[src/supervisor_defines.svh]
// Purpose: Constants for the supervisor: times, addresses, fields
// Assumes: 100 MHz system clock
// Notes:   Times kept in their own unit; cycle counts derived in RTL
`ifndef SUPERVISOR_DEFINES_SVH
`define SUPERVISOR_DEFINES_SVH
// Clock rate and unit steps
`define CLK_MHZ       32'h0000_0064
`define US_PER_MS     32'h0000_03E8
// Times as printed
`define CLOSED_WIN_MS 32'h0000_0064
`define HOLD_BASE_MS  32'h0000_0004
`define TSHD_MS       32'h0000_0080
`define FILTER_US     32'h0000_0004
`define TX_TO_MS      32'h0000_0004
// Window scale in percent per fuse code
`define PCT_DIV       32'h0000_0064
`define PCT_NOM       32'h0000_0064
`define PCT_M40       32'h0000_003C
`define PCT_M20       32'h0000_0050
`define PCT_P20       32'h0000_0078
`define PCT_P60       32'h0000_00A0
`define PCT_P100      32'h0000_00C8
// Register addresses
`define A_CTRL        3'h0
`define A_RELAY       3'h1
`define A_DIAG        3'h2
`define A_TRIG        3'h3
`define A_STAT        3'h4
// Control bits and reset value
`define C_SHDN        0
`define C_SLEW        1
`define C_TMON        2
`define C_RLYOFF      3
`define CTRL_RST      4'h4
// Diagnostic bits
`define D_WARN        0
`define D_TXTO        1
`define D_WDRST       2
// Synchroniser lanes and reset levels
`define S_POR         0
`define S_UV          1
`define S_OT          2
`define S_WARN        3
`define S_OV          4
`define S_TX          5
`define SYNC_RST      6'h20
`endif

[src/supervisor_pkg.sv]
// Purpose: Types shared by the supervisor
// Assumes: Nothing beyond SystemVerilog
// Notes:   Watchdog states are one-hot
package supervisor_pkg;
  // Watchdog phases
  typedef enum logic [3:0] {
    WD_OFF    = 4'h1,
    WD_CLOSED = 4'h2,
    WD_OPEN   = 4'h4,
    WD_RESET  = 4'h8
  } wd_state_e;
  // Factory fuse bundle
  typedef struct packed {
    logic       wd_en;
    logic [2:0] win_sel;
    logic [1:0] uv_sel;
    logic [1:0] hold_sel;
  } fuse_s;
endpackage

[src/supervisor_reset_watchdog.sv]
// Purpose: Reset combiner, window watchdog and safe-state forcing
// Assumes: Analog comparators arrive as asynchronous levels
// Notes:   Supply power-on reset acts as master reset
// Function
// - Missed window holds reset for hold time
// - Late or early trigger pulls reset low
// - Fuse enables watchdog, 3-bit selects window
// - Watchdog starts after external reset releases
// - Rail undervoltage switches watchdog off
// - Rail reset releases after good hold time
// - Rail reset asserts after dropout filter delay
// - Rail reset inits watchdog and transmit timers, not control or shutdown timer
// - External reset combines rail and watchdog
// - Shutdowns reach reset only through rail
// - 2-bit fuse selects rail threshold
// - Supply reset overrides, stops regulator, transceiver
// - Supply reset loads control reset value, clears diagnostics
// - After supply reset, normal mode, regulator and transceiver on, relays off
// - Supply drop cancels reduced slew selection
// - Over-temperature powers down until return
// - Warning sets diagnostic flag, enable bit
// - Long transmit low releases bus recessive
// - Watchdog reset or timeout forces relays off
// - Battery overvoltage holds relays off
// - Control bit requests regulator shutdown
// - Hold time selectable 4/8/16/32 ms
// - Closed window 0-100 ms trigger resets
// - Open window 100-200 ms trigger accepted
`timescale 1ns/1ns
`include "supervisor_defines.svh"
module supervisor_reset_watchdog #(
  parameter logic [31:0] CLOSED_CYC =
    `CLOSED_WIN_MS * `US_PER_MS * `CLK_MHZ,
  parameter logic [31:0] HOLD_BASE_CYC =
    `HOLD_BASE_MS * `US_PER_MS * `CLK_MHZ,
  parameter logic [31:0] TSHD_CYC =
    `TSHD_MS * `US_PER_MS * `CLK_MHZ,
  parameter logic [31:0] TX_TO_CYC =
    `TX_TO_MS * `US_PER_MS * `CLK_MHZ
) (
  input  wire logic                  sys_clk,
  input  wire logic                  rstn,
  input  wire logic                  supply_por_n,
  input  wire logic                  rail_uv,
  input  wire logic                  over_temp,
  input  wire logic                  temp_warn,
  input  wire logic                  bat_ov,
  input  wire logic                  tx_in_n,
  input  wire supervisor_pkg::fuse_s fuse,
  input  wire logic [2:0]            reg_addr,
  input  wire logic [7:0]            reg_wdata,
  input  wire logic                  reg_wr,
  input  wire logic                  reg_rd,
  output logic [7:0]                 reg_rdata,
  output logic                       ext_reset_n,
  output logic                       regulator_on,
  output logic                       transceiver_on,
  output logic                       low_slew,
  output logic                       lin_dominant,
  output logic [1:0]                 relay_drv,
  output logic [1:0]                 uv_thresh_sel
);
  localparam int NS = 6;
  // Dropout filter in cycles, short enough for a constant
  localparam logic [31:0] FILT_CYC = `FILTER_US * `CLK_MHZ;
  // Per-lane synchroniser reset levels
  localparam logic [NS-1:0] SYNC_INIT = `SYNC_RST;

  // Window length scaled by fuse code
  function automatic logic [31:0] win_cyc(input logic [2:0] sel);
    logic [31:0] pct;
    pct = `PCT_NOM;
    unique case (sel)
      3'h1:    pct = `PCT_M40;
      3'h2:    pct = `PCT_M20;
      3'h3:    pct = `PCT_P20;
      3'h4:    pct = `PCT_P60;
      3'h5:    pct = `PCT_P100;
      default: pct = `PCT_NOM;
    endcase
    return (CLOSED_CYC * pct) / `PCT_DIV;
  endfunction

  logic [NS-1:0]             raw;      // Asynchronous levels
  logic [NS-1:0]             s1_q;     // First stage
  logic [NS-1:0]             s2_q;     // Second stage
  logic [NS-1:0]             s3_q;     // Third stage
  logic [NS-1:0]             filt_q;   // Agreed levels
  supervisor_pkg::fuse_s     fuse_q;   // Sampled fuses
  supervisor_pkg::wd_state_e wd_q;     // Watchdog phase
  logic [31:0]               wd_cnt_q; // Watchdog timer
  logic [31:0]               rc_q;     // Rail filter timer
  logic                      rail_ok_q;
  logic                      ext_q;
  logic [3:0]                ctrl_q;   // Control register
  logic [31:0]               sd_cnt_q; // Shutdown timer
  logic [2:0]                diag_q;   // Diagnostic flags
  logic [31:0]               tx_cnt_q; // Dominant timer
  logic                      tx_to_q;  // Transmit timed out
  logic [1:0]                relay_q;  // Driver data register
  logic [1:0]                relay_drv_q;
  logic                      reg_on_q;
  logic                      trx_on_q;
  logic                      lin_dom_q;
  logic [1:0]                uvsel_q;
  logic [7:0]                rdata_q;
  logic                      por_ok;   // Supply good
  logic                      mrst;     // Master reset
  logic                      wd_trig;  // Service trigger
  logic                      therm_off;
  logic [31:0]               closed_c;
  logic [31:0]               hold_c;
  logic [2:0]                diag_set;

  assign raw = {tx_in_n, bat_ov, temp_warn, over_temp, rail_uv,
                supply_por_n};
  assign por_ok = filt_q[`S_POR];
  assign mrst = !rstn || !por_ok;
  assign wd_trig = reg_wr && (reg_addr == `A_TRIG);
  assign closed_c = win_cyc(fuse_q.win_sel);
  assign hold_c = HOLD_BASE_CYC << fuse_q.hold_sel;
  assign therm_off = ctrl_q[`C_TMON] && filt_q[`S_OT];

  // Three-stage synchronisers, change taken when stages agree
  for (genvar i = 0; i < NS; i++) begin : g_sync
    always_ff @(posedge sys_clk) begin
      if (!rstn) begin
        s1_q[i]   <= SYNC_INIT[i];
        s2_q[i]   <= SYNC_INIT[i];
        s3_q[i]   <= SYNC_INIT[i];
        filt_q[i] <= SYNC_INIT[i];
      end else begin
        s1_q[i] <= raw[i];
        s2_q[i] <= s1_q[i];
        s3_q[i] <= s2_q[i];
        if (s2_q[i] == s3_q[i]) begin
          filt_q[i] <= s3_q[i];
        end
      end
    end
  end

  // Fuse capture after reset
  always_ff @(posedge sys_clk) begin
    if (!rstn) begin
      fuse_q  <= '0;
      uvsel_q <= 2'h0;
    end else begin
      fuse_q  <= fuse;
      uvsel_q <= fuse_q.uv_sel;
    end
  end

  // Rail reset: one timer counts the disagreeing condition
  always_ff @(posedge sys_clk) begin
    if (mrst) begin
      rail_ok_q <= 1'b0;
      rc_q      <= '0;
    end else if (filt_q[`S_UV] == rail_ok_q) begin
      if (rc_q >= (rail_ok_q ? FILT_CYC : hold_c)) begin
        rail_ok_q <= !rail_ok_q;
        rc_q      <= '0;
      end else begin
        rc_q <= rc_q + 32'h0000_0001;
      end
    end else begin
      rc_q <= '0;
    end
  end

  // External reset from rail and watchdog
  always_ff @(posedge sys_clk) begin
    if (mrst) begin
      ext_q <= 1'b0;
    end else begin
      ext_q <= rail_ok_q && (wd_q != supervisor_pkg::WD_RESET);
    end
  end

  // Window watchdog sequencer
  always_ff @(posedge sys_clk) begin
    if (mrst || !rail_ok_q) begin
      wd_q     <= supervisor_pkg::WD_OFF;
      wd_cnt_q <= '0;
    end else begin
      unique case (wd_q)
        supervisor_pkg::WD_OFF: begin
          wd_cnt_q <= '0;
          if (fuse_q.wd_en && ext_q) begin
            wd_q <= supervisor_pkg::WD_CLOSED;
          end
        end
        supervisor_pkg::WD_CLOSED: begin
          if (!fuse_q.wd_en) begin
            wd_q <= supervisor_pkg::WD_OFF;
          end else if (wd_trig) begin
            wd_q     <= supervisor_pkg::WD_RESET;
            wd_cnt_q <= '0;
          end else begin
            wd_cnt_q <= wd_cnt_q + 32'h0000_0001;
            if (wd_cnt_q + 32'h0000_0001 >= closed_c) begin
              wd_q <= supervisor_pkg::WD_OPEN;
            end
          end
        end
        supervisor_pkg::WD_OPEN: begin
          if (!fuse_q.wd_en) begin
            wd_q <= supervisor_pkg::WD_OFF;
          end else if (wd_trig) begin
            wd_q     <= supervisor_pkg::WD_CLOSED;
            wd_cnt_q <= '0;
          end else if (wd_cnt_q + 32'h0000_0001 >= (closed_c << 1)) begin
            wd_q     <= supervisor_pkg::WD_RESET;
            wd_cnt_q <= '0;
          end else begin
            wd_cnt_q <= wd_cnt_q + 32'h0000_0001;
          end
        end
        supervisor_pkg::WD_RESET: begin
          if (wd_cnt_q + 32'h0000_0001 >= hold_c) begin
            wd_q     <= supervisor_pkg::WD_OFF;
            wd_cnt_q <= '0;
          end else begin
            wd_cnt_q <= wd_cnt_q + 32'h0000_0001;
          end
        end
        default: begin
          wd_q     <= supervisor_pkg::WD_OFF;
          wd_cnt_q <= '0;
        end
      endcase
    end
  end

  // Control register, kept through rail reset
  always_ff @(posedge sys_clk) begin
    if (mrst) begin
      ctrl_q   <= `CTRL_RST;
      sd_cnt_q <= '0;
    end else begin
      if (ctrl_q[`C_SHDN]) begin
        sd_cnt_q <= sd_cnt_q + 32'h0000_0001;
      end else begin
        sd_cnt_q <= '0;
      end
      if (reg_wr && reg_addr == `A_CTRL) begin
        // Software write wins over timer clear
        ctrl_q <= reg_wdata[3:0];
      end else if (ctrl_q[`C_SHDN] && sd_cnt_q + 32'h0000_0001 >= TSHD_CYC) begin
        ctrl_q[`C_SHDN] <= 1'b0;
      end
    end
  end

  // Power enables
  always_ff @(posedge sys_clk) begin
    if (mrst) begin
      reg_on_q <= 1'b0;
      trx_on_q <= 1'b0;
    end else begin
      reg_on_q <= !ctrl_q[`C_SHDN] && !therm_off;
      trx_on_q <= !ctrl_q[`C_SHDN] && !therm_off;
    end
  end

  // Diagnostic flags, write one to clear, set wins
  always_comb begin
    diag_set = 3'h0;
    diag_set[`D_WARN]  = ctrl_q[`C_TMON] && filt_q[`S_WARN];
    diag_set[`D_TXTO]  = tx_to_q;
    diag_set[`D_WDRST] = wd_q == supervisor_pkg::WD_RESET;
  end

  always_ff @(posedge sys_clk) begin
    if (mrst) begin
      diag_q <= 3'h0;
    end else if (reg_wr && reg_addr == `A_DIAG) begin
      diag_q <= (diag_q & ~reg_wdata[2:0]) | diag_set;
    end else begin
      diag_q <= diag_q | diag_set;
    end
  end

  // Transmit dominant timeout
  always_ff @(posedge sys_clk) begin
    if (mrst || !rail_ok_q) begin
      tx_cnt_q <= '0;
      tx_to_q  <= 1'b0;
    end else if (filt_q[`S_TX]) begin
      tx_cnt_q <= '0;
      tx_to_q  <= 1'b0;
    end else if (!tx_to_q) begin
      if (tx_cnt_q + 32'h0000_0001 >= TX_TO_CYC) begin
        tx_to_q <= 1'b1;
      end
      tx_cnt_q <= tx_cnt_q + 32'h0000_0001;
    end
  end

  // Bus drive
  always_ff @(posedge sys_clk) begin
    if (mrst) begin
      lin_dom_q <= 1'b0;
    end else begin
      lin_dom_q <= trx_on_q && !filt_q[`S_TX] && !tx_to_q;
    end
  end

  // Relay data register and forced-off gating
  always_ff @(posedge sys_clk) begin
    if (mrst) begin
      relay_q     <= 2'h0;
      relay_drv_q <= 2'h0;
    end else begin
      if (reg_wr && reg_addr == `A_RELAY) begin
        relay_q <= reg_wdata[1:0];
      end
      if (wd_q == supervisor_pkg::WD_RESET || tx_to_q ||
          filt_q[`S_OV] || ctrl_q[`C_RLYOFF]) begin
        relay_drv_q <= 2'h0;
      end else begin
        relay_drv_q <= relay_q;
      end
    end
  end

  // Read port, data one cycle after strobe
  always_ff @(posedge sys_clk) begin
    if (mrst || !rail_ok_q) begin
      rdata_q <= 8'h00;
    end else if (reg_rd) begin
      unique case (reg_addr)
        `A_CTRL:  rdata_q <= {4'h0, ctrl_q};
        `A_RELAY: rdata_q <= {6'h00, relay_q};
        `A_DIAG:  rdata_q <= {5'h00, diag_q};
        `A_STAT:  rdata_q <= {ext_q, rail_ok_q, tx_to_q, therm_off,
                              wd_q};
        default:  rdata_q <= 8'h00;
      endcase
    end else begin
      rdata_q <= 8'h00;
    end
  end

  assign reg_rdata      = rdata_q;
  assign ext_reset_n    = ext_q;
  assign regulator_on   = reg_on_q;
  assign transceiver_on = trx_on_q;
  assign low_slew       = ctrl_q[`C_SLEW];
  assign lin_dominant   = lin_dom_q;
  assign relay_drv      = relay_drv_q;
  assign uv_thresh_sel  = uvsel_q;
endmodule

[config.mk]
export PLATFORM = sky130hd
export DESIGN_NAME = supervisor_reset_watchdog
export DESIGN_NICKNAME = d
export VERILOG_FILES = /design/src/supervisor_pkg.sv /design/src/supervisor_reset_watchdog.sv
export VERILOG_INCLUDE_DIRS = /design/src
export SDC_FILE = /design/constraint.sdc
export NUM_CORES = 1
export LEC_CHECK = 0
export BUFFER_PORTS_ARGS = -buffer_cell sky130_fd_sc_hd__buf_2
export CAP_MARGIN = 40
export CORE_MARGIN = 2
export CORE_UTILIZATION = 55
export CTS_CLUSTER_DIAMETER = 50
export DETAILED_ROUTE_END_ITERATION = 7
export GPL_TIMING_DRIVEN = 0
export PLACE_DENSITY = 0.7
export SYNTH_ARGS = -nofsm -noshare
export SYNTH_HDL_FRONTEND = slang
export SYNTH_SLANG_ARGS = --single-unit
[constraint.sdc]
create_clock -name sys_clk -period 81.6 [get_ports sys_clk]
set_input_delay 16.32 -clock sys_clk [delete_from_list [all_inputs] [get_ports sys_clk]]
set_output_delay 16.32 -clock sys_clk [all_outputs]
set_load 0.05 [all_outputs]
Word-level counts from Yosys, hierarchy flattened
Index checks and enable logic that the tools add are counted.
{"block": "word_totals", "ff_bits": 190, "input_bits": 29, "output_inout_bits": 17}
{"block": "op_classes", "n_addsub": 4, "multipliers": 1, "n_div": 1, "magnitude_cmp": 6, "n_eq_ne": 27, "shift": 1, "n_mux": 24, "bitwise": 7, "reduce_logical": 34}
{"op": "$mux 32", "count": 7}
{"op": "$add 32x1->32 const B", "count": 4}
{"op": "$ge 32x32->1", "count": 4}
{"op": "$pmux 32 s3", "count": 1}
{"op": "$pmux 8 s5", "count": 1}
{"op": "$div 32x7->32 const B", "count": 1}
{"op": "$ge 32x19->1 const B", "count": 1}
{"op": "$ge 32x24->1 const B", "count": 1}
{"op": "$mul 17x32->25 const A", "count": 1}
{"op": "$mux 4", "count": 8}
{"op": "$pmux 8 s4", "count": 1}
{"op": "$shl 19x2->32 const A", "count": 1}
{"op": "$pmux 4 s4", "count": 1}
{"op": "$eq 3x2->1 const B", "count": 4}
{"op": "$logic_and 1x1->1", "count": 12}
{"op": "$ne 4x4->1 const B", "count": 3}
{"op": "$eq 3x3->1 const B", "count": 3}
{"op": "$reduce_or 2->1", "count": 4}
{"op": "$eq 1x1->1", "count": 7}
{"op": "$logic_not 1->1", "count": 7}
{"op": "$eq 3x1->1 const B", "count": 2}
{"op": "$ne 2x2->1 const B", "count": 3}
{"op": "$or 3x3->3", "count": 2}
{"op": "$logic_or 1x1->1", "count": 5}
{"op": "15 further kinds", "count": 21}

Logic depth before layout (Yosys ltp)
Gate-level depths: netlist (run 1).
{"block": "depth", "depth_word": 9, "ltp_mapped": 144, "depth_no_buf": 130}

Worst setup path before layout (run 1)
Ideal clock, no wire load.
{"block": "synth_path", "kind": "reg-to-reg", "start": "register fuse_q[5] (netlist name)", "end": "register wd_cnt_q[15]", "t_arrival_ns": 27.088, "slack_ns": 54.437, "stages_incl_launch_ff": 143, "path_buffers": 13, "path_cell_list": "dfxtp_1 > inv_1 > ha_1 > buf_2 > buf_1 > clkbuf_1 > clkbuf_1 > buf_1 > clkbuf_1 > clkbuf_1 > buf_1 > nand2_1 > nand2_1 > inv_1 > ha_1 > ha_1 > inv_1 > fa_1 > [... 107 more ...] > a21oi_1 > nor2b_1 > o21ai_0 > nand2b_1 > a21oi_1 > nor2b_1 > o21ai_0 > nand2b_1 > a21oi_1 > nor2b_1 > o21ai_0 > nand4_1 > a21oi_1 > o21a_1 > clkbuf_1 > clkbuf_1 > nand3b_1 > a21oi_1"}
{"block": "synth_between", "elab_chain_cells": 9}
{"element": "start, declared", "line_no": "supervisor_reset_watchdog.sv:89", "text": "supervisor_pkg::fuse_s fuse_q;"}
{"element": "start signal, assigned", "line_no": "supervisor_reset_watchdog.sv:149", "text": "fuse_q <= fuse;"}
{"element": "$eq 3x3->1, or another cell as far along", "line_no": "supervisor_reset_watchdog.sv:73", "text": "unique case (sel)"}
{"element": "$pmux 8 s5 (*)", "line_no": "supervisor_reset_watchdog.sv:73"}
{"element": "$mul 17x32->25 (*)", "line_no": "supervisor_reset_watchdog.sv:81", "text": "return (CLOSED_CYC * pct) / `PCT_DIV;"}
{"element": "$div 32x7->32 (no line) (*)"}
{"element": "$ge 32x32->1 (*)", "line_no": "supervisor_reset_watchdog.sv:212", "text": "end else if (wd_cnt_q + 32'h0000_0001 >= (closed_c << 1)) begin"}
{"element": "$mux 32 (*)", "line_no": "supervisor_reset_watchdog.sv:212"}
{"element": "$mux 32 (*)", "line_no": "supervisor_reset_watchdog.sv:209", "text": "end else if (wd_trig) begin"}
{"element": "$mux 32 (*)", "line_no": "supervisor_reset_watchdog.sv:207", "text": "if (!fuse_q.wd_en) begin"}
{"element": "$pmux 32 s3 (*)", "line_no": "supervisor_reset_watchdog.sv:186", "text": "unique case (wd_q)"}
{"element": "end signal, assigned", "line_no": "supervisor_reset_watchdog.sv:200", "text": "wd_cnt_q <= wd_cnt_q + 32'h0000_0001;"}
{"element": "end signal, assigned", "line_no": "supervisor_reset_watchdog.sv:216", "text": "wd_cnt_q <= wd_cnt_q + 32'h0000_0001;"}
{"element": "end signal, assigned", "line_no": "supervisor_reset_watchdog.sv:224", "text": "wd_cnt_q <= wd_cnt_q + 32'h0000_0001;"}
{"element": "end, declared", "line_no": "supervisor_reset_watchdog.sv:91", "text": "logic [31:0] wd_cnt_q;"}
Mark *: on every way between the ends. The rest lies on a longest branch, timed or not. The select of a mux whose other input is x is not followed.
A chain may end at the register's enable or synchronous reset.

Worst setup path in the final report (run 1)
Same ends and word-level chain as after synthesis.

==> results.txt, run 1 <==
Final setup violation count: 0
Hold Crit Endpoint: s2_q[5]
Data required time of the critical path: 81.96 ns
Row cnt: 67
DIE AREA: 35,600 µm²
Worst Hold Depth: 1
CTS Buffer Depth: 2
EDFF count, synth: 0
Area delta synth->final: 7.60%
Net count, final: 2,721
Max Transition Viols Final: 0
PostCTS Resize Cnt: 0
GR Overflow Total: 0
Hold_buf cts: 0
Max_cap viols: 0
Vias in the first global route: 17,700
Clk sink count: 190
CP arrival: 34.91 ns
Most used DFF post-synth: dfxtp_1
Antenna violations before repair: 2
Setup TNS: 0 ns
Worst Hold Class: register to register
CP startpoint kind: register
Worst r2r path cells: 141
F_max: 28.9 MHz
Synth Instances: 2,460
DRT iter0 DRCs: 1,407
Critical Path Most Common Cell: ha_1
Total GRT Usage: 0.297
Largest area contributor in the netlist: dfxtp_1
Slowest-stage cell, CP: o32ai_1
Total Wirelength: 53,100 µm
Clock transition at the registers of the reported paths: 0.07 ns
Vias: 18,800
Routability cong.: 0.909
Seq/Total Area, Yosys: 0.203
Netlist cell types: 134
CTS buffer count: 17
Root buffer cell: clkbuf_16
Yosys warnings: 0
Crit path capture type: register
IO Count: 46
Die height: 189 µm
Critical Path Max Stage Delay: 0.73 ns
Post-Syn Area per Cell: 7.63 µm²
Slack of the worst reg-to-reg path: 47.05 ns
Core box area: 33,500 µm²
Port Buf Inserts: 40
Slew @ Worst Pin: 0.955 ns
Rel. slew slack: 0.358
Seq cells post-synth: 190
Clock Skew: 0.0153 ns
Synth async-reset ratio: 0
RSZ-0062 raised after global routing: false
Largest net degree at the start of global routing: 19
Synth top area share: 0.203
Reg-to-reg critical path startpoint: fuse_q[5]
Detailed-router iteration count before antenna repair: 6
Most frequent cells in the layout: nor2_1, dfxtp_1, nand2_1
CTS tree: built
Final worst path period share: 0.423
FILL cells: 3,126
Status: completed
Die span in x: 189 µm
Synth area leaders: dfxtp_1, ha_1, nor2_1, xnor2_1, xor2_1
Clock Latency Late Sink: 0.44 ns
Antenna-violating nets left: 0
H-tree level count: 4
Final hold vios: 0
Vias per cell: 6.28
Initial Utilization: 0.560
DR DRC count: 0
Post-Syn Area: 18,800 µm²
Fraction of layout cells with a size suffix above 1: 0.0770
Total setup buffers inserted after CTS: 0
Commonest non-fill, non-tap cell in the layout: nor2_1
Tmin final: 34.55 ns
CP Max Fanout: 13
Dpl hpwl: 41,500 µm
Avg WL per Cell: 17.7 µm
Setup Crit Path Kind: register to register
Launch point of the worst hold path: s1_q[5]
Global-route wire length before repair: 88,600 µm
Worst r2r dst: wd_cnt_q[15]
worst max-delay path: cells and delay by family, from the launching register on:
| family | cells | cell delay, ns |
|---|---|---|
| fa+ha+maj | 14 | 4.14 |
| buf+inv | 25 | 6.49 |
| simple gates | 44 | 7.89 |
| flops | 1 | 0.57 |
| compound gates | 54 | 13.76 |
| mux | 4 | 1.48 |
how the worst max path moves through the flow:
stage,slack (ns),startpoint,end
finish,47.05,fuse_q[5],wd_cnt_q[15]
global route,44.41,fuse_q[5],wd_cnt_q[15]
CTS,47.75,fuse_q[5],wd_cnt_q[2]
detailed placement,47.87,fuse_q[5],wd_cnt_q[29]
global placement,48.15,fuse_q[5],wd_cnt_q[22]
floorplan,54.44,fuse_q[5],wd_cnt_q[15]
per-stage QoR:
stage | util | worst slack [ns] | cells | hold WS (ns) | instance area [µm²]
2_1_floorplan | - | 54.44 | 2468 | 0.386 | 18800
3_3_place_gp | 0.583 | 48.15 | 2956 | 0.394 | 19600
3_5_place_dp | 0.584 | 47.87 | 2962 | 0.395 | 19600
4_1_cts | 0.602 | 47.75 | 2994 | 0.413 | 20200
5_1_grt | 0.602 | 44.41 | 2994 | 0.427 | 20200
6_report | 0.602 | 47.05 | 2996 | 0.410 | 20200
per-layer routing:
layer	routed length, µm	track usage
met4	691	0.0763
met5	0	0
met3	3570	0.0425
met1	25400	0.423
met2	23400	0.471
state kept, by name, indices dropped and copies added (netlist names), 2 cells and up:
| register | flops |
|---|---|
| sd_cnt_q | 32 |
| wd_cnt_q | 32 |
| uv_thresh_sel | 2 |
| reg_rdata | 8 |
| relay_q | 2 |
| ctrl_q | 4 |
| s1_q | 6 |
| s2_q | 6 |
| s3_q | 6 |
| fuse_q | 8 |
| relay_drv | 2 |
| wd_q | 4 |
| rc_q | 32 |
| diag_q | 3 |
| tx_cnt_q | 32 |
| filt_q | 5 |
area by class of cell:
| class | count | area (µm²) | share of cell area |
|---|---|---|---|
| Sequential cell | 190 | 3800 | 0.188 |
| Inverter | 78 | 302 | 0.0149 |
| Timing Repair Buffer | 46 | 235 | 0.0117 |
| Buffer | 105 | 449 | 0.0222 |
| Clock buffer | 19 | 453 | 0.0224 |
| Tap cell | 448 | 561 | 0.0278 |
| Antenna cell | 2 | 5.00 | 0.000248 |
| Multi-Input combinational cell | 2095 | 14200 | 0.705 |
| Clock inverter | 13 | 143 | 0.00706 |
logic make-up after synthesis:
| group | synth area share |
|---|---|
| compound gates | 0.250 |
| xor+xnor | 0.0880 |
| fa+ha+maj | 0.109 |
| buf+inv | 0.0400 |
| flops | 0.203 |
| mux | 0.0260 |
| other cells | 0.000200 |
| simple gates | 0.285 |
cells in the mapped netlist, types with 19 or more instances:
master	number
a31oi_1	42
ha_1	154
a211oi_1	29
a21o_1	37
nor4_1	22
nand4_1	40
o211ai_1	23
inv_1	69
o21a_1	19
nor2b_1	41
nand3b_1	20
nand2b_1	32
or3_1	31
o21ai_0	109
clkbuf_1	80
nand2_1	182
nand3_1	104
a21oi_1	118
dfxtp_1	190
nor2_1	306
and3_1	58
xnor2_1	93
xor2_1	93
nor3_1	65
mux2i_1	34
a22oi_1	25
and2_1	64
Power of run 1 is left out: the tool's default activity adds up to more than one toggle a clock period on the data nets, which glitch-free logic cannot reach.
==> run 2, diff against run 1 <==
clock period = 35 ns   (was 81.6 ns; I/O delays follow)
==> run 2 against run 1 <==
Net effect:
- global-route usage unchanged
- hold slack gained 0.0015 ns
- final area grew 0.37%
- cell count about the same
- routed wire length increased by 0.27%
- highest routed layer unchanged
==> results.txt, run 2 (synthesis gave the netlist of run 1 again) <==
Worst Hold Depth: 1 (unchanged)
Crit path capture type: register
Commonest non-fill, non-tap cell in the layout: nor2_1
Most frequent cells in the layout: nor2_1, dfxtp_1, nand2_1
Routed wl met2: 23,500 µm (+0.35%)
DRT iter0 DRCs: 1,365 (-3.0%)
Worst r2r path cells: 142 (+0.71%)
DIE AREA: 35,600 µm² (unchanged)
CP arrival: 32.89 ns (-2.02 ns)
Setup Crit Path Kind: register to register
GR Overflow Total: 0 (unchanged)
DR DRC count: 0 (unchanged)
Rel. slew slack: 0.366 (+0.00741)
Critical Path Max Stage Delay: 0.65 ns (-0.08 ns)
Slack of the worst reg-to-reg path: 2.47 ns (-44.58 ns)
RSZ-0062 raised after global routing: false
Setup TNS: 0 ns (unchanged)
Setup WS pre-CTS: 1.27 ns (-46.60 ns)
Routability cong.: 0.909 (unchanged)
Die height: 189 µm (unchanged)
Clk sink count: 190 (unchanged)
Crit path max-delay family: compound AO/OA/AOI/OAI gates
Vias per cell: 6.27 (-0.19%)
Port Buf Inserts: 40 (unchanged)
Tmin final: 32.53 ns (-2.02 ns)
Area delta synth->final: 8.00%
Worst Path Buf+Inv: 27 (+8.0%)
Final setup violation count: 0 (unchanged)
Dpl hpwl: 41,500 µm (unchanged)
Clock Latency Late Sink: 0.44 ns (about the same)
Clock Skew: 0.0180 ns (+0.00267 ns)
Vias: 18,800 (-0.13%)
Max_cap viols: 0 (unchanged)
Root buffer cell: clkbuf_16
Hold_buf cts: 0 (unchanged)
Core Util, Final: 0.604 (+0.00224)
Row cnt: 67 (unchanged)
Global-route wire length before repair: 88,600 µm (unchanged)
Antenna-violating nets left: 0 (unchanged)
Core box area: 33,500 µm² (unchanged)
Die span in x: 189 µm (unchanged)
Largest net degree at the start of global routing: 19 (unchanged)
IO Count: 46 (unchanged)
CTS tree: built
F_max: 30.7 MHz (+6.2%)
Detailed-router iteration count before antenna repair: 5 (-1)
Initial Utilization: 0.560 (unchanged)
Fraction of layout cells with a size suffix above 1: 0.0848 (+0.00779)
Slew @ Worst Pin: 0.944 ns (-0.0110 ns)
Slowest-stage cell, CP: or4_4
Max Transition Viols Final: 0 (unchanged)
Met3 Wirelength: 3470 µm (-2.7%)
H-tree level count: 4 (unchanged)
Final hold vios: 0 (unchanged)
Vias in the first global route: 17,700 (unchanged)
Total Wirelength: 53,200 µm (+0.27%)
CP Max Fanout: 19 (+6)
Net count, final: 2,723 (+0.074%)
Clock transition at the registers of the reported paths: 0.07 ns (about the same)
Final setup margin: 2.47 ns (-44.58 ns)
Antenna violations before repair: 2 (unchanged)
Worst r2r dst: wd_cnt_q[15]
Worst Hold Class: register to register
CTS Buffer Depth: 2 (unchanged)
Reg-to-reg critical path startpoint: fuse_q[5]
CTS buffer count: 17 (unchanged)
CP startpoint kind: register
Status: completed
Hold Crit Endpoint: s2_q[5]
Data required time of the critical path: 35.36 ns (-46.60 ns)
DRT met1 WL: 25,600 µm (+0.69%)
Final worst path period share: 0.929 (+0.506)
Launch point of the worst hold path: s1_q[5]
Hold slack: 0.412 ns (+0.00153 ns)
Avg WL per Cell: 17.7 µm (+0.20%)
Critical Path Most Common Cell: ha_1
Total GRT Usage: 0.297 (unchanged)
Top sig layer: met4
run 2: worst max path at each step:
| stage | to | startpoint | slack [ns] | cells after the start |
|---|---|---|---|---|
| final | wd_cnt_q[15] | fuse_q[5] | 2.47 | 142 |
| after global routing | wd_cnt_q[15] | fuse_q[5] | 0.15 | 141 |
| after CTS | wd_cnt_q[2] | fuse_q[5] | 1.15 | 141 |
| after detailed placement | wd_cnt_q[29] | fuse_q[5] | 1.27 | 141 |
| after global placement | wd_cnt_q[22] | fuse_q[5] | 1.55 | 140 |
| after floorplan | wd_cnt_q[15] | fuse_q[5] | 7.84 | 142 |
run 2: final cells by class:
| class | instances | area [µm²] |
|---|---|---|
| Sequential cell | 190 | 3800 |
| Clock inverter | 13 | 143 |
| Tap cell | 448 | 561 |
| Clock buffer | 19 | 453 |
| Fill cell | 3115 | 13300 |
| Timing Repair Buffer | 49 | 258 |
| Multi-Input combinational cell | 2095 | 14300 |
| Buffer | 104 | 457 |
| Antenna cell | 2 | 5.00 |
| Inverter | 78 | 302 |
run 2: what timing repair did:
item                       in CTS  in global routing
buffers inserted                0                  3
gates resized for setup         0                 25
setup endpoints to repair       0                 36
run 2: layer usage:
metal  global-route usage  up-vias
met3               0.0425       54
met4               0.0763        0
met2                0.471      616
met5                    0        -
li1                     -     9208
met1                0.423     8916
run 2: per-stage QoR:
stage / instance area (µm²) / std cells
4_1_cts: 20200 / 2994
2_1_floorplan: 18800 / 2468
6_report: 20300 / 2998
5_1_grt: 20300 / 2996
3_5_place_dp: 19600 / 2962
3_3_place_gp: 19600 / 2956
Power of run 2 is left out for the same reason.
